===== config.mk =====
export PLATFORM = sky130hd
export DESIGN_NAME = artx_core
export DESIGN_NICKNAME = d
export VERILOG_FILES = /design/src/hw/artx_pkg.sv /design/src/hw/artx_decode.sv /design/src/hw/artx_core.sv
export SDC_FILE = /design/constraint.sdc
export NUM_CORES = 1
export LEC_CHECK = 0
export BUFFER_PORTS_ARGS = -buffer_cell sky130_fd_sc_hd__clkbuf_2
export CAP_MARGIN = 20
export CORE_MARGIN = 2
export CORE_UTILIZATION = 35
export CTS_BUF_LIST = sky130_fd_sc_hd__clkbuf_4 sky130_fd_sc_hd__clkbuf_8
export CTS_CLUSTER_DIAMETER = 40
export DETAILED_ROUTE_END_ITERATION = 10
export SYNTH_ARGS = -nofsm -noshare
export SYNTH_HDL_FRONTEND = slang
export SYNTH_SLANG_ARGS = --single-unit

===== constraint.sdc =====
create_clock -name CLK_I -period 2.05 [get_ports CLK_I]
set_clock_uncertainty 0.2 [all_clocks]
set_input_delay 0.205 -clock CLK_I [delete_from_list [all_inputs] [get_ports CLK_I]]
set_output_delay 0.205 -clock CLK_I [all_outputs]
set_load 0.005 [all_outputs]

===== src/hw/artx_pkg.sv =====
// Package: opcodes, widths and reset values for the register-transfer unit
package artx_pkg;
	// ---------------------------------------------------------------
	// Instruction codes (10-bit program words)
	// ---------------------------------------------------------------
	localparam logic [9:0] OP_LOAD_ACC_FROM_PTR  = 10'h053;
	localparam logic [9:0] OP_LOAD_THREE_FROM_ACC = 10'h029;
	localparam logic [9:0] OP_LOAD_BYTE_FROM_AB  = 10'h01a;
	localparam logic [9:0] OP_LOAD_CFG_FIRST     = 10'h228;
	localparam logic [9:0] OP_LOAD_CFG_SECOND    = 10'h229;

	// ---------------------------------------------------------------
	// Reset values
	// ---------------------------------------------------------------
	localparam logic [3:0] ACC_RST   = 4'h0;
	localparam logic [2:0] THREE_RST = 3'h0;
	localparam logic [7:0] BYTE_RST  = 8'h00;
	localparam logic [3:0] CFG_RST   = 4'h0;

	// Instruction kinds, one-hot
	typedef enum logic [5:0] {
		ARTX_NONE   = 6'h01,
		ARTX_PTR    = 6'h02,
		ARTX_THREE  = 6'h04,
		ARTX_BYTE   = 6'h08,
		ARTX_CFG0   = 6'h10,
		ARTX_CFG1   = 6'h20
	} artx_op_type;
endpackage


===== src/hw/artx_decode.sv =====
// Opcode decoder for the register-transfer unit
`timescale 1ns/1ps
module artx_decode
	import artx_pkg::*;
(
	input  wire logic [9:0] opcode_i,
	output artx_op_type     op_o
);
	always_comb begin
		unique case (opcode_i)
			OP_LOAD_ACC_FROM_PTR:   op_o = ARTX_PTR;
			OP_LOAD_THREE_FROM_ACC: op_o = ARTX_THREE;
			OP_LOAD_BYTE_FROM_AB:   op_o = ARTX_BYTE;
			OP_LOAD_CFG_FIRST:      op_o = ARTX_CFG0;
			OP_LOAD_CFG_SECOND:     op_o = ARTX_CFG1;
			default:                op_o = ARTX_NONE;
		endcase
	end
endmodule


===== src/hw/artx_core.sv =====
// Execution of accumulator register-transfer instructions
`timescale 1ns/1ps
module artx_core
	import artx_pkg::*;
(
	input  wire logic       CLK_I,
	input  wire logic       SRST_I,
	input  wire logic       EXEC_I,
	input  wire logic [9:0] OPCODE_I,
	input  wire logic [3:0] ACC_I,
	input  wire logic [1:0] POINTER_I,
	input  wire logic [3:0] AUX_I,
	input  wire logic       CARRY_I,
	output logic            ACC_WE_O,
	output logic      [3:0] ACC_O,
	output logic      [2:0] THREE_REG_O,
	output logic      [7:0] BYTE_REG_O,
	output logic      [3:0] PORT_OUTPUT_CFG_FIRST_O,
	output logic      [3:0] PORT_OUTPUT_CFG_SECOND_O,
	output logic            CARRY_O,
	output logic            SKIP_O,
	output logic            DONE_O
);
	// ---------------------------------------------------------------
	// State
	// ---------------------------------------------------------------
	typedef struct packed {
		logic [3:0] acc;
		logic       acc_we;
		logic [2:0] three;
		logic [7:0] byte_reg;
		logic [3:0] cfg0;
		logic [3:0] cfg1;
		logic       done;
	} artx_state_type;

	artx_state_type state_r;
	artx_state_type state_nxt;
	artx_op_type    op;
	logic           issue_ptr;
	logic           issue_three;
	logic           issue_byte;
	logic           issue_cfg0;
	logic           issue_cfg1;
	logic           issue_any;

	localparam artx_state_type STATE_RST = '{
		acc:      ACC_RST,
		acc_we:   1'h0,
		three:    THREE_RST,
		byte_reg: BYTE_RST,
		cfg0:     CFG_RST,
		cfg1:     CFG_RST,
		done:     1'h0
	};

	// ---------------------------------------------------------------
	// Transfer arithmetic
	// ---------------------------------------------------------------
	// Upper accumulator bits are forced, never carried over
	function automatic logic [3:0] acc_from_ptr(
		input logic [1:0] ptr
	);
		return {2'h0, ptr};
	endfunction

	// Accumulator msb dropped: the target holds only three bits
	function automatic logic [2:0] three_from_acc(
		input logic [3:0] acc
	);
		return acc[2:0];
	endfunction

	function automatic logic [7:0] pack_byte(
		input logic [3:0] aux,
		input logic [3:0] acc
	);
		return {aux, acc};
	endfunction

	// ---------------------------------------------------------------
	// Decoder
	// ---------------------------------------------------------------
	artx_decode u_dec (
		.opcode_i (OPCODE_I),
		.op_o     (op)
	);

	// ---------------------------------------------------------------
	// Issue strobes
	// ---------------------------------------------------------------
	// Unknown words decode to the idle kind and never issue
	assign issue_ptr   = EXEC_I && (op == ARTX_PTR);
	assign issue_three = EXEC_I && (op == ARTX_THREE);
	assign issue_byte  = EXEC_I && (op == ARTX_BYTE);
	assign issue_cfg0  = EXEC_I && (op == ARTX_CFG0);
	assign issue_cfg1  = EXEC_I && (op == ARTX_CFG1);
	assign issue_any   = issue_ptr | issue_three | issue_byte
		| issue_cfg0 | issue_cfg1;

	// ---------------------------------------------------------------
	// Next state
	// ---------------------------------------------------------------
	always_comb begin
		state_nxt        = state_r;
		state_nxt.acc_we = 1'h0;
		state_nxt.done   = issue_any;
		if (issue_ptr) begin
			state_nxt.acc    = acc_from_ptr(POINTER_I);
			state_nxt.acc_we = 1'h1;
		end
		if (issue_three) begin
			state_nxt.three = three_from_acc(ACC_I);
		end
		if (issue_byte) begin
			state_nxt.byte_reg = pack_byte(AUX_I, ACC_I);
		end
		if (issue_cfg0) begin
			state_nxt.cfg0 = ACC_I;
		end
		if (issue_cfg1) begin
			state_nxt.cfg1 = ACC_I;
		end
	end

	// ---------------------------------------------------------------
	// Register
	// ---------------------------------------------------------------
	// Synchronous reset only: the unit runs on the instruction clock
	always_ff @(posedge CLK_I) begin
		if (SRST_I) begin
			state_r <= STATE_RST;
		end else begin
			state_r <= state_nxt;
		end
	end

	// ---------------------------------------------------------------
	// Outputs
	// ---------------------------------------------------------------
	assign ACC_WE_O                 = state_r.acc_we;
	assign ACC_O                    = state_r.acc;
	assign THREE_REG_O              = state_r.three;
	assign BYTE_REG_O               = state_r.byte_reg;
	assign PORT_OUTPUT_CFG_FIRST_O  = state_r.cfg0;
	assign PORT_OUTPUT_CFG_SECOND_O = state_r.cfg1;
	// Carry passes straight through; no transfer here touches it
	assign CARRY_O                  = CARRY_I;
	assign SKIP_O                   = 1'b0;
	assign DONE_O                   = state_r.done;
endmodule


Yosys cells after proc, flatten, opt, wreduce, memory -nomap -nowiden
Cells that the tools add are included.
- register bits: 23
- output and inout port bits: 27
- eq/ne operators: 10
- mux-type cells: 2
- bitwise logic cells: 4
- reductions and logical operators: 5
- operator list (cell ; count):
    6-bit case mux with 5 select lines ; 1
    10-bit equality test (second input constant) ; 2
    10-bit by 5-bit equality test with 1-bit output (second input constant) ; 1
    10-bit by 6-bit equality test with 1-bit output (second input constant) ; 1
    10-bit by 7-bit equality test with 1-bit output (second input constant) ; 1
    6-bit by 2-bit equality test with 1-bit output (second input constant) ; 1
    6-bit by 3-bit equality test with 1-bit output (second input constant) ; 1
    6-bit by 4-bit equality test with 1-bit output (second input constant) ; 1
    6-bit by 5-bit equality test with 1-bit output (second input constant) ; 1
    6-bit equality test (second input constant) ; 1
    1-bit logical AND ; 5
    1-bit bitwise OR ; 4
    1-bit 2-to-1 mux ; 1

Logic depth before layout (Yosys ltp)
- depth in word-level cells: 8
- depth in mapped cells: 5
- gate-level depth less buffers: 4

Modules after synthesis
From an unflattened synthesis, not the netlist that was laid out.
- cell total of the unflattened synthesis: 120
- area, all modules: 1218.7 um2
- modules (own cells, without submodules) (module ; instances ; cells each ; area each (um2)):
    artx_core ; 1 ; 102 ; 1064.8
    artx_decode ; 1 ; 18 ; 153.9

Least setup slack after synthesis
OpenSTA, ideal clock, no wires.
- path type: input port to flip-flop
- start: input port OPCODE_I[1]
- end: register state_r, in the netlist PORT_OUTPUT_CFG_FIRST_O[0]
- data arrival time: 1.391 ns
- data required time: 1.722 ns
- slack: 0.331 ns
- stages on the path: 5
- cell sequence: or3b_4 -> or4_4 -> buf_6 -> mux2i_1 -> nor2_1
- longest elaborated chain between the ends: 4
- elaborated cells on any way between the ends: 8
- classes of those cells: eq/ne (6); mux (1); reduce/logical (1)
- ends and longest elaborated chain (item ; line ; source):
    start: declaration ; artx_core.sv:9 ; input wire logic [9:0] OPCODE_I,
    10-bit equality test (tied with other cells) ; artx_decode.sv:10 ; unique case (opcode_i)
    6-bit case mux with 5 select lines * ; artx_decode.sv:10 ;
    6-bit by 5-bit equality test with 1-bit output * ; artx_core.sv:96 ; assign issue_cfg0 = EXEC_I && (op == ARTX_CFG0);
    1-bit logical AND * ; artx_core.sv:96 ;
    end signal: assignment ; artx_core.sv:134 ; state_r <= state_nxt;
    end: declaration ; artx_core.sv:37 ; artx_state_type state_r;
Every way passes the cells marked *; elsewhere a longest branch is shown, timed or not.
A chain may end at the register's enable or synchronous reset.

Worst setup path after layout
Same ends and word-level chain as after synthesis.

==> out/results.ini <==
[power_and_ir_drop]
p_int_mw=0.571
p_sw_share_pct=21.3
p_sw_mw=0.154
ir_drop_v=0.000566
power_density_mw_per_mm2=546
power.total_mw=0.725
clkPwrFrac_pct=29.3
combinationalPowerShare_pct=9.1
leakage_nw=0.716
seq_power_share_pct=61.6

[placed_design]
gp_congestion=0.748
hpwl_um=1610
io_buffers=45

[drt]
routed_wl_um=2140
wl_met1_um=870
ant_nets=0
top_layer_used=met4
dr_total_vias=862
dr.pass1.iters=4
wl_per_cell_um=11.8
wl_met2_um=1130
drt_iter0_drc=8
viasPerCell=4.74
drcViolationCount=0
wl_met3_um=130

[global_route]
grt_max_degree=24
grt_overflow=0
grt_pass1_vias=796
grt_pass1_wl_um=3600
antenna_found_initial=0
grt_usage_pct=14.1

[timing]
finalSetupViolations=0
slew_violations=0
fin_crit_sh_pct=73.0
period_needed_ns=1.50
fmax_mhz=668
rsz0062_at_grt=no
setup_total_negative_slack_ns=0
hold_viol_final=0

[clock_network]
cts_buffers=3
post-cts-setup-buffers=0
cts_sinks=23
clock_path_buffers=2
path_clk_slew_ns=0.12
cts_hold_buffers=9
cts_resized=0
cts_tree=yes
clockRootBuffer=clkbuf_4
clk_latency_ns=0.30
htree_num_levels=1

[run_status]
status=finished clean

[yosys]
synthTopCellsByArea=dfxtp_1 47%, mux2i_1 21%, nor2_1 9.1%
synth-seq-area-share_pct=46.6
synth_adder_area_share_pct=0
netlist.top_cell.by_area=dfxtp_1
syn_avg_cell_area_um2=10.1
synthMuxAreaShare_pct=21.3
ys_seq_elements=23
netlist_area_um2=988
synth-compound-area-share_pct=0.886
synth-simple-area-share_pct=24.8
yosysWarnings=0
synthXorXnorAreaFrac_pct=0
syn_inst=98
synth_cell_types=22
synth.top_cell.area_share_pct=46.6
synth_top_family_by_area=simple AND/OR/NAND/NOR gates

[finish]
fin_nets=176
n_fill_cell=289
drive_gt1_share_pct=37.1
diodes=0
synthToLayoutAreaGrowth_pct=34.3

[worst_setup_path]
required_ns=2.04
path_cells=clkbuf_2 > or3b_4 > or4_4 > mux2i_1 > nor2_1
max_stage_delay_ns=0.54
end_kind=flip-flop
cp_top_family=simple AND/OR/NAND/NOR gates
worstSetupPathType=primary input to flip-flop
cp.buffers_inverters=1
slowest_stage=or4_4
cp.arrival_ns=1.48
cp-start-kind=primary input
cp_max_fo=4

[floorplan]
die_h_um=57.1
die_x_um=57.1
row_count=19
initial_core_util_pct=36.5
dieArea_mm2=0.00326
ioPinCount=51
core_area_mm2=0.00271

[flow_run]
cap_violations=0

[worst_hold_path]
hold_class=primary input to flip-flop

[worst reg2reg max path: cells and delay by family, from the launching register on]
family           cells  cell delay, ns
multiplexers         1            0.14
flip-flops           1            0.33
AND/OR/NAND/NOR      1            0.06
[Yosys cell counts]
cell	number
buf_4	4
a41oi_1	1
buf_6	2
or3b_1	1
clkbuf_1	2
nand3_1	3
and4bb_2	1
nor3_1	1
or2_2	1
or3b_4	1
nand4bb_1	1
mux2i_1	21
nor2b_1	2
and3b_1	1
nor4_2	1
nand4_1	2
nand2b_1	2
nor2_1	24
conb_1	1
dfxtp_1	23
or4_4	2
nand2_1	1
[worst paths after layout]
| check | from | to | slack (ns) | depth (start not counted) |
|---|---|---|---|---|
| max | OPCODE_I[1] | PORT_OUTPUT_CFG_FIRST_O[0] | 0.55 | 5 |
| min | ACC_I[1] | BYTE_REG_O[1] | 0.009 | 3 |
| min reg2reg | BYTE_REG_O[5] | BYTE_REG_O[5] | 0.31 | 2 |
| max reg2reg | PORT_OUTPUT_CFG_FIRST_O[0] | PORT_OUTPUT_CFG_FIRST_O[0] | 1.21 | 2 |
[kinds of logic after synthesis]
group,count (synthesis)
and+or+nand+nor,44
muxes,21
buffers and inverters,8
AOI/OAI and AO/OA,1
other,1
DFF,23
[per-stage QoR]
stage / cell area, um2 / instances / setup WS, ns / hold slack (ns) / utilization [%]
floorplan: 996 / 100 / 0.331 / 0.0774 / -
global placement: 1210 / 169 / 0.240 / 0.210 / 44.6
detailed placement: 1210 / 169 / 0.225 / 0.210 / 44.6
CTS: 1330 / 182 / 0.563 / 0.00233 / 49.0
global route: 1330 / 182 / 0.517 / 0.0136 / 49.0
finish: 1330 / 182 / 0.553 / 0.00910 / 49.0
[sequential cells by signal (all words and copies together), names as in the netlist]
signal,count
BYTE_REG_O,8
PORT_OUTPUT_CFG_FIRST_O,4
PORT_OUTPUT_CFG_SECOND_O,4
THREE_REG_O,3
ACC_O,2
ACC_WE_O,1
DONE_O,1
[routing by layer]
metal	vias to the layer above	GRT usage, %
met5	-	0
li1	438	-
met1	400	15.7
met2	22	25.8
met3	2	4.76
met4	0	2.99
[final cells by class]
| type | instances | area (um2) | share of cell area [%] |
|---|---|---|---|
| Timing Repair Buffer | 55 | 323 | 24.3 |
| Sequential cell | 23 | 460 | 34.7 |
| Multi-Input combinational cell | 69 | 475 | 35.8 |
| Clock buffer | 4 | 30.0 | 2.26 |
| Tap cell | 31 | 38.8 | 2.92 |
[cells in the final DEF, fill, tap and decap left out, types with 2 or more instances in the layout]
cell and instances:
nand3_1 3, clkbuf_2 45, or4_4 2, nand4_1 2, conb_1 3, nand2b_1 2
dlygate4sd3_1 9, clkbuf_4 4, nor2_1 24, mux2i_1 21, dfxtp_1 23, nor2b_1 2
[power by group through the flow]
stage	Sequential (mW)	Clock [mW]	Combinational (mW)
floorplan	0.457	0	0.0261
global placement	0.457	0	0.0517
detailed placement	0.457	0	0.0528
CTS	0.447	0.222	0.0661
global route	0.447	0.238	0.0734
finish	0.447	0.212	0.0660
Note: power is estimated with default switching activity, not from simulation.
